$ cat src/ivm_pkg.sv
package ivm_pkg;

  localparam int NODE_COUNT    = 50;
  localparam int HW_NODE_COUNT = 36;
  localparam int CHAN_COUNT    = 8;
  localparam int LEVEL_W       = 4;
  localparam int TRAP_W        = 7;
  localparam int IDX_W         = 6;
  localparam int CHAN_W        = 3;
  localparam int ADDR_W        = 8;
  localparam int DATA_W        = 16;
  localparam int SEG_W         = 8;
  localparam int OFFS_W        = 16;
  localparam int COUNT_W       = 8;
  localparam int SPACING_W     = 3;

  // register offsets
  localparam logic [ADDR_W-1:0] NODE_BASE = 8'h00;
  localparam logic [ADDR_W-1:0] SEG_ADDR  = 8'h40;
  localparam logic [ADDR_W-1:0] CFG_ADDR  = 8'h41;
  localparam logic [ADDR_W-1:0] CHAN_BASE = 8'h48;
  localparam logic [ADDR_W-1:0] STAT_ADDR = 8'h50;
  localparam logic [ADDR_W-1:0] MASK_ADDR = 8'h51;

  // field positions
  localparam int CFG_SPACING_LSB = 0;
  localparam int CHAN_CONT_BIT   = 8;
  localparam int NODE_CTRL_W     = 10;

  // reset values; spacing code 0 gives 4 bytes (two words) per vector
  localparam logic [SEG_W-1:0]     SEG_RESET        = 8'h00;
  localparam logic [SPACING_W-1:0] SPACING_RESET    = 3'h0;
  localparam int                   SPACING_BASE_SHL = 2;
  localparam logic [COUNT_W-1:0]   COUNT_RESET      = 8'h00;
  localparam logic [COUNT_W-1:0]   COUNT_ONE        = 8'h01;

  typedef struct packed {
    logic [CHAN_W-1:0]  chan;
    logic               transfer_sel;
    logic               node_request_flag;
    logic               enable;
    logic [LEVEL_W-1:0] level;
  } node_ctrl_t;

  typedef struct packed {
    logic               valid;
    logic [LEVEL_W-1:0] level;
    logic [TRAP_W-1:0]  trap;
    logic [SEG_W+OFFS_W-1:0] addr;
  } vector_req_t;

  typedef struct packed {
    logic               valid;
    logic [CHAN_W-1:0]  chan;
    logic [TRAP_W-1:0]  trap;
  } transfer_req_t;

  // fixed trap number of every node
  function automatic logic [TRAP_W-1:0] trap_of(input logic [IDX_W-1:0] idx);
    logic [TRAP_W-1:0] t;
    t = 7'h00;
    if (idx < 6'h10) begin
      t = 7'h10 + {1'b0, idx};
    end else if (idx < 6'h1D) begin
      t = 7'h20 + {1'b0, idx};
    end else if (idx < 6'h24) begin
      t = 7'h30 + {1'b0, idx};
    end else begin
      case (idx)
        6'h24:   t = 7'h54;
        6'h25:   t = 7'h55;
        6'h26:   t = 7'h56;
        6'h27:   t = 7'h57;
        6'h28:   t = 7'h59;
        6'h29:   t = 7'h5A;
        6'h2A:   t = 7'h5B;
        6'h2B:   t = 7'h5C;
        6'h2C:   t = 7'h5D;
        6'h2D:   t = 7'h40;
        6'h2E:   t = 7'h41;
        6'h2F:   t = 7'h4B;
        6'h30:   t = 7'h3F;
        default: t = 7'h58;
      endcase
    end
    return t;
  endfunction

endpackage

$ cat src/node_arbiter.sv
`timescale 1ns/100ps
module node_arbiter
  import ivm_pkg::*;
#(
  parameter int N = NODE_COUNT
) (
  input  wire logic [N-1:0]         req_vec,
  input  wire logic [N*LEVEL_W-1:0] level_vec,
  output logic                      win_valid,
  output logic [IDX_W-1:0]          win_idx,
  output logic [LEVEL_W-1:0]        win_level
);

  // highest level wins; on a tie the lowest node index wins
  always_comb begin
    win_valid = 1'b0;
    win_idx   = '0;
    win_level = '0;
    for (int i = 0; i < N; i++) begin
      if (req_vec[i] && (!win_valid || level_vec[i*LEVEL_W +: LEVEL_W] > win_level)) begin
        win_valid = 1'b1;
        win_idx   = IDX_W'(i);
        win_level = level_vec[i*LEVEL_W +: LEVEL_W];
      end
    end
  end

endmodule // node_arbiter

$ cat src/interrupt_vector_mapper.sv
`timescale 1ns/100ps
// Summary of operation
// - vector segment comes from segment register
// - vector spacing comes from configuration field
// - spacing resets to four bytes
// - default offset equals trap number times four
// - node selects vectored interrupt or transfer service
// - per-node request, enable and sixteen-level priority
// - only strictly higher priority preempts running service
// - software request flag acts like hardware source
// - transfer counts down unless continuous, zero gives vectored interrupt
module interrupt_vector_mapper
  import ivm_pkg::*;
(
  input  wire logic                      sys_clk,
  input  wire logic                      resetn,
  input  wire logic [ADDR_W-1:0]         reg_addr,
  input  wire logic [DATA_W-1:0]         reg_wdata,
  input  wire logic                      reg_wr,
  input  wire logic                      reg_rd,
  output logic      [DATA_W-1:0]         reg_rdata,
  input  wire logic [HW_NODE_COUNT-1:0]  src_req,
  input  wire logic [LEVEL_W-1:0]        cpu_level,
  input  wire logic                      cpu_ack,
  input  wire logic                      xfer_ack,
  output vector_req_t                    vec_out,
  output transfer_req_t                  xfer_out,
  output logic                           irq
);

  node_ctrl_t                   node_r [NODE_COUNT];
  logic [SEG_W-1:0]             segment_r;
  logic [SPACING_W-1:0]         vector_spacing_field_r;
  logic [COUNT_W-1:0]           count_r [CHAN_COUNT];
  logic [CHAN_COUNT-1:0]        cont_r;
  logic [CHAN_COUNT-1:0]        status_r;
  logic [CHAN_COUNT-1:0]        mask_r;
  logic [DATA_W-1:0]            rdata_r;
  vector_req_t                  vec_r;
  transfer_req_t                xfer_r;
  logic [IDX_W-1:0]             idx_r;

  // address decode
  wire                          node_hit;
  wire                          chan_hit;
  wire [ADDR_W-1:0]             node_off;
  wire [ADDR_W-1:0]             chan_off;
  wire [IDX_W-1:0]              node_sel;
  wire [CHAN_W-1:0]             chan_sel;
  wire                          seg_we;
  wire                          cfg_we;
  wire                          stat_we;
  wire                          mask_we;

  assign node_off = reg_addr - NODE_BASE;
  assign chan_off = reg_addr - CHAN_BASE;
  assign node_hit = (reg_addr >= NODE_BASE) && (node_off < ADDR_W'(NODE_COUNT));
  assign chan_hit = (reg_addr >= CHAN_BASE) && (chan_off < ADDR_W'(CHAN_COUNT));
  assign node_sel = node_off[IDX_W-1:0];
  assign chan_sel = chan_off[CHAN_W-1:0];
  assign seg_we   = reg_wr && (reg_addr == SEG_ADDR);
  assign cfg_we   = reg_wr && (reg_addr == CFG_ADDR);
  assign stat_we  = reg_wr && (reg_addr == STAT_ADDR);
  assign mask_we  = reg_wr && (reg_addr == MASK_ADDR);

  // service in progress: acknowledge of the request currently presented
  wire                          vec_taken;
  wire                          xfer_taken;
  wire [CHAN_W-1:0]             taken_chan;
  wire                          taken_last;

  assign vec_taken  = cpu_ack && vec_r.valid;
  assign xfer_taken = xfer_ack && xfer_r.valid;
  assign taken_chan = xfer_r.chan;
  assign taken_last = !cont_r[taken_chan] && (count_r[taken_chan] == COUNT_ONE);

  // arbitration inputs
  logic [NODE_COUNT-1:0]         eligible;
  logic [NODE_COUNT*LEVEL_W-1:0] level_flat;
  logic [NODE_COUNT-1:0]         wants_xfer;
  wire                           win_valid;
  wire [IDX_W-1:0]               win_idx;
  wire [LEVEL_W-1:0]             win_level;

  genvar g;
  generate
    for (g = 0; g < NODE_COUNT; g++) begin : g_node
      wire        hw_set;
      wire        wr_hit;
      wire        sw_clr;
      wire        svc_clr;
      wire        req_nxt;
      node_ctrl_t wdata_c;

      assign wdata_c = node_ctrl_t'(reg_wdata[NODE_CTRL_W-1:0]);
      assign wr_hit  = reg_wr && node_hit && (node_sel == IDX_W'(g));
      if (g < HW_NODE_COUNT) begin : g_hw
        assign hw_set = src_req[g];
      end else begin : g_sw
        assign hw_set = 1'b0;
      end
      assign sw_clr  = wr_hit && !wdata_c.node_request_flag;
      // a transfer that empties the counter keeps the flag for the vectored interrupt
      assign svc_clr = (idx_r == IDX_W'(g)) && (vec_taken || (xfer_taken && !taken_last));
      // set wins over any clear in the same cycle
      assign req_nxt = hw_set || (wr_hit && wdata_c.node_request_flag)
                       || (node_r[g].node_request_flag && !sw_clr && !svc_clr);

      always_ff @(posedge sys_clk or negedge resetn) begin
        if (!resetn) begin
          node_r[g] <= '0;
        end else begin
          node_r[g].node_request_flag <= req_nxt;
          if (wr_hit) begin
            node_r[g].chan         <= wdata_c.chan;
            node_r[g].transfer_sel <= wdata_c.transfer_sel;
            node_r[g].enable       <= wdata_c.enable;
            node_r[g].level        <= wdata_c.level;
          end
        end
      end

      assign eligible[g] = node_r[g].node_request_flag && node_r[g].enable;
      assign level_flat[g*LEVEL_W +: LEVEL_W] = node_r[g].level;
      // transfer service while its channel still has work, otherwise vectored
      assign wants_xfer[g] = node_r[g].transfer_sel
                             && (cont_r[node_r[g].chan] || (count_r[node_r[g].chan] != COUNT_RESET));
    end
  endgenerate

  node_arbiter #(
    .N         (NODE_COUNT)
  ) u_arbiter (
    .req_vec   (eligible),
    .level_vec (level_flat),
    .win_valid (win_valid),
    .win_idx   (win_idx),
    .win_level (win_level)
  );

  // vector address forming
  wire [TRAP_W-1:0]             win_trap;
  wire [OFFS_W-1:0]             win_offset;
  wire                          preempts;
  wire                          win_is_xfer;
  wire                          present_ok;

  assign win_trap    = trap_of(win_idx);
  // default spacing: offset = trap * 4, e.g. trap 10h -> 0040h
  // shift amount is one bit wider than the code so code 7 reaches a shift of nine instead of wrapping
  assign win_offset  = OFFS_W'({{(OFFS_W-TRAP_W){1'b0}}, win_trap}
                       << ({1'b0, vector_spacing_field_r} + (SPACING_W+1)'(SPACING_BASE_SHL)));
  assign preempts    = win_valid && (win_level > cpu_level);
  assign win_is_xfer = wants_xfer[win_idx];
  // the output is withdrawn for one cycle after any acknowledge so a stale request is never seen twice
  assign present_ok  = preempts && !cpu_ack && !xfer_ack;

  vector_req_t                  vec_nxt;
  transfer_req_t                xfer_nxt;

  assign vec_nxt.valid   = present_ok && !win_is_xfer;
  assign vec_nxt.level   = win_level;
  assign vec_nxt.trap    = win_trap;
  assign vec_nxt.addr    = {segment_r, win_offset};
  assign xfer_nxt.valid  = present_ok && win_is_xfer;
  assign xfer_nxt.chan   = node_r[win_idx].chan;
  assign xfer_nxt.trap   = win_trap;

  always_ff @(posedge sys_clk or negedge resetn) begin
    if (!resetn) begin
      vec_r  <= '0;
      xfer_r <= '0;
      idx_r  <= '0;
    end else begin
      vec_r  <= vec_nxt;
      xfer_r <= xfer_nxt;
      idx_r  <= win_idx;
    end
  end

  // configuration registers
  always_ff @(posedge sys_clk or negedge resetn) begin
    if (!resetn) begin
      segment_r              <= SEG_RESET;
      vector_spacing_field_r <= SPACING_RESET;
      mask_r                 <= '0;
    end else begin
      if (seg_we) begin
        segment_r <= reg_wdata[SEG_W-1:0];
      end
      if (cfg_we) begin
        vector_spacing_field_r <= reg_wdata[CFG_SPACING_LSB +: SPACING_W];
      end
      if (mask_we) begin
        mask_r <= reg_wdata[CHAN_COUNT-1:0];
      end
    end
  end

  // transfer channels
  generate
    for (g = 0; g < CHAN_COUNT; g++) begin : g_chan
      wire wr_hit;
      wire served;
      wire done_evt;

      assign wr_hit   = reg_wr && chan_hit && (chan_sel == CHAN_W'(g));
      assign served   = xfer_taken && (taken_chan == CHAN_W'(g));
      assign done_evt = served && taken_last;

      always_ff @(posedge sys_clk or negedge resetn) begin
        if (!resetn) begin
          count_r[g] <= COUNT_RESET;
          cont_r[g]  <= 1'b0;
          status_r[g] <= 1'b0;
        end else begin
          if (wr_hit) begin
            count_r[g] <= reg_wdata[COUNT_W-1:0];
            cont_r[g]  <= reg_wdata[CHAN_CONT_BIT];
          end else if (served && !cont_r[g]) begin
            count_r[g] <= count_r[g] - COUNT_ONE;
          end
          // event set wins over a write-one clear
          status_r[g] <= done_evt || (status_r[g] && !(stat_we && reg_wdata[g]));
        end
      end
    end
  endgenerate

  assign irq = |(status_r & mask_r);

  // read path, answer stands one cycle after the strobe only
  logic [DATA_W-1:0] read_mux;

  always_comb begin
    read_mux = '0;
    if (node_hit) begin
      read_mux = DATA_W'(node_r[node_sel]);
    end else if (chan_hit) begin
      read_mux = DATA_W'({cont_r[chan_sel], count_r[chan_sel]});
    end else if (reg_addr == SEG_ADDR) begin
      read_mux = DATA_W'(segment_r);
    end else if (reg_addr == CFG_ADDR) begin
      read_mux = DATA_W'(vector_spacing_field_r);
    end else if (reg_addr == STAT_ADDR) begin
      read_mux = DATA_W'(status_r);
    end else if (reg_addr == MASK_ADDR) begin
      read_mux = DATA_W'(mask_r);
    end
  end

  always_ff @(posedge sys_clk or negedge resetn) begin
    if (!resetn) begin
      rdata_r <= '0;
    end else begin
      rdata_r <= reg_rd ? read_mux : '0;
    end
  end

  assign reg_rdata = rdata_r;
  assign vec_out   = vec_r;
  assign xfer_out  = xfer_r;

endmodule // interrupt_vector_mapper

$ cat config.mk
export PLATFORM = sky130hd
export DESIGN_NAME = interrupt_vector_mapper
export DESIGN_NICKNAME = d
export VERILOG_FILES = /design/src/ivm_pkg.sv /design/src/node_arbiter.sv /design/src/interrupt_vector_mapper.sv
export SDC_FILE = /design/constraint.sdc
export NUM_CORES = 2
export LEC_CHECK = 0
export BUFFER_PORTS_ARGS = -buffer_cell sky130_fd_sc_hd__buf_2
export CAP_MARGIN = 15
export CORE_MARGIN = 2
export CORE_UTILIZATION = 55
export DETAILED_ROUTE_END_ITERATION = 16
export MAX_ROUTING_LAYER = met4
export PLACE_DENSITY = 0.74
export SKIP_LAST_GASP = 1
export SYNTH_ARGS = -nofsm -noshare
export SYNTH_HDL_FRONTEND = slang
export SYNTH_SLANG_ARGS = --single-unit
$ cat constraint.sdc
create_clock -name sys_clk -period 79.5 [get_ports sys_clk]
set_input_delay 7.95 -clock sys_clk [delete_from_list [all_inputs] [get_ports sys_clk]]
set_output_delay 7.95 -clock sys_clk [all_outputs]
set_load 0.1 [all_outputs]
==> impl_results.md <==
* Status: complete, no violations
* Reg clk slew, reported paths at 60 ps
* Cell taking the most area after synthesis: dfrtp_1
* # clock sinks at 655
* Final WS setup at 3687 ps
* Clock share of power at 0.239
* Row cnt at 107
* Drt drc at 0
* Via-per-instance ratio at 6.895
* Hold Worst Slack at 422.9 ps
* CTS tree: yes
* Final Power at 1.536 mW
* Arr. time, crit path at 76320 ps
* Overflow after GRT at 0
* Final min period at 75810 ps
* Vias in the first global route at 41156
* Synth Flop Type: dfrtp_1
* Internal power at 887.6 uW
* Commonest non-fill, non-tap cell in the layout: dfrtp_1
* CTS Buf Count at 73
* Yosys reg bits at 655
* Largest net degree at the start of global routing at 165
* Buffers on Ports at 121
* DP Worst Slack at -1242 ps
* Syn Area/Cell at 9.969 sq um
* Worst Path Class, Setup: reg2reg
* Tot GR Track Use at 0.3774
* Maxcap violations at 0
* Part of the cycle the worst path needs at 0.9536
* Count of cell types in the netlist at 115
* Leakage at 24.05 nW
* Hold Crit Class: reg2reg
* Maximum VDD drop at 0.04214 mV
* Final core utilization at 0.6420
* Clock latency on the worst-skew pair at 650 ps
* IO Count at 134
* Synth warnings at 0
* Final Hold Vio Count at 0
* Area of the die at 89080 sq um
* Layout cells sized above 1 at 0.3043
* EDFF count, synth at 0
* Max_slew headroom at 0.1376
* Switching Share at 0.4222
* Clock skew at 24.41 ps
* Crit-path most repeated cell: ha_1
* Fraction of registers with async set or reset after synthesis at 1.000
* Routed WL at 168400 microns
* GP Congestion at 1.023
* Pins Over Slew Limit at 0
* PD cells at 27.97 nW/um^2
* Floorplan Core Area at 85550 sq um
* Sw power at 648.7 uW
* Synth Instances at 4784
* Combinational power share at 0.510
* Crit end category: flip-flop
* Share of the synthesized area in the top cell type at 0.3437
* Root buf cell: clkbuf_16
* Final Setup Violations at 0
* Post-Syn Area at 47690 sq um
* Final antenna-violating net count at 0
* First-pass GRT wire length at 250700 microns
* Initial antenna violation count at 11
* Die height at 298.5 microns
* DRT Pass-1 Iters at 7
* Nets@finish at 5280
* CP required at 80010 ps
* Crit-path slowest cell: dfrtp_2
* Sequential fraction of the synthesis area at 0.3437
* Top cells by area, synth: dfrtp_1 (34%), mux4_2 (13%), mux2_2 (10%)
* Initial DRC Count at 5155
* Die width at 298.5 microns
* Wire per inst at 26.93 microns
* Initial core utilization at 0.5575
* H-tree depth at 3
* Worst slew pin tran at 1284 ps
* Slowest cell delay on critical path at 480 ps
* Commonest cells after routing, fill and taps aside: dfrtp_1 (653), nand2_1 (576), mux2_2 (436)
* Layout area overhead at 15.16%
* Fmax at 13.19 MHz
* Dpl hpwl at 116100 microns
* Total number of vias at 43114
* CTS Buffer Depth at 3
* Crit path max fanout at 8
* Startpoint Class: flip-flop
* Seq pwr share at 0.252
critical path: cells and delay by family, from the launching register on:
kind	cells	cell delay, ps
DFF	1	480
adders and majority gates	56	16920
AOI/OAI and AO/OA	195	32310
and+or+nand+nor	95	14840
buffers and inverters	34	4140
muxes	23	6920
layer usage:
| metal | GRT usage | wire (microns) | share of wire | vias up |
|---|---|---|---|---|
| met3 | 0.1016 | 19010 | 0.11 | 640 |
| met1 | 0.4746 | 63530 | 0.38 | 21303 |
| met5 | - | 0 | 0 | - |
| met2 | 0.5582 | 75210 | 0.45 | 2614 |
| li1 | - | - | - | 18557 |
| met4 | 0.1997 | 10670 | 0.063 | 0 |
power by group through the flow:
stage	clock network [mW]	registers [mW]	logic (mW)
final	0.367	0.387	0.783
after global placement	0	0.390	0.701
after CTS	0.368	0.385	0.719
after detailed placement	0	0.391	0.713
after global routing	0.382	0.389	0.821
after floorplan	0	0.418	0.433
metrics by stage:
step / area (sq um) / TNS, ps / instances
final: 54920 / 0 / 6253
after global routing: 54920 / -17440 / 6252
after CTS: 53510 / 0 / 6186
after detailed placement: 50850 / -26050 / 6048
after global placement: 50850 / -296.4 / 6048
after floorplan: 47710 / 0 / 4789
cell families (layout without fill, tap and decap cells):
kind of cell / count (synthesis) / in the layout / synth area share
XOR/XNOR: 56 / 56 / 0.01028
other: 1 / 22 / 0.00007863
AND/OR/NAND/NOR: 1414 / 1414 / 0.1384
AO/OA/AOI/OAI: 1147 / 1147 / 0.1626
buffers and inverters: 520 / 824 / 0.04213
adder cells (fa/ha/maj): 181 / 181 / 0.04720
multiplexers: 810 / 810 / 0.2556
flip-flops: 655 / 655 / 0.3437
final timing paths:
| check | depth (start not counted) | to | slack [ps] | start |
|---|---|---|---|---|
| max | 403 | vec_out[9] | 3690 | node_r[495] |
| min | 0 | vec_out[19] | 420 | segment_r[3] |
| max reg2reg | 403 | vec_out[9] | 3690 | node_r[495] |
| min reg2reg | 0 | vec_out[19] | 420 | segment_r[3] |
| max in group asynchronous | 4 | node_r[494] | 68850 | resetn |
| min in group asynchronous | 1 | level_flat[84] | 7330 | resetn |
Yosys cell counts (12+ instances only):
master,number
mux2_2,444
o221ai_1,31
nand2b_1,48
nor2b_1,45
o21a_1,30
xor2_1,19
o311a_1,12
o211a_1,13
o21ai_1,13
mux4_2,282
nand3_1,107
a311o_1,14
a211o_1,16
ha_1,175
o31ai_1,27
a31oi_1,74
nand4_1,34
a311oi_1,14
nand2_1,579
a21o_1,33
dfrtp_1,655
o2111ai_1,18
xnor2_1,37
buf_4,13
and3_1,31
o22ai_1,27
o211ai_1,91
buf_1,36
a211oi_1,42
o311ai_0,31
nor3_1,94
nor2_1,270
inv_1,224
or3_1,40
nor4_1,31
clkbuf_1,235
and2_1,58
mux2i_1,84
or2_2,19
o21ai_0,237
a21oi_1,269
timing repair:
action	CTS	global route
resized for setup	14	229
pin swaps	2	83
buffers inserted	5	51
endpoints found under the setup margin	29	38
cloned	0	0
hold buffers	0	0
hold endpoints to repair	0	0
final cells by class:
cell class	instances	area [sq um]
Antenna cell	16	40.04
Clock buffer	96	2074
Clock inverter	37	500.5
Fill cell	6678	30630
Inverter	229	859.6
Multi-Input combinational cell	3614	30360
Sequential cell	655	16390
Tap cell	1144	1431
Timing Repair Buffer	462	3264
registers in the layout (all words and copies together), names as in the netlist, 8 cells and up:
register and cells:
node_r 300, level_flat 200, count_r 64, vec_out 29, reg_rdata 10, cont_r 8, mask_r 8, segment_r 8
status_r 8, xfer_out 8
Note: power is estimated with default switching activity, not from simulation.
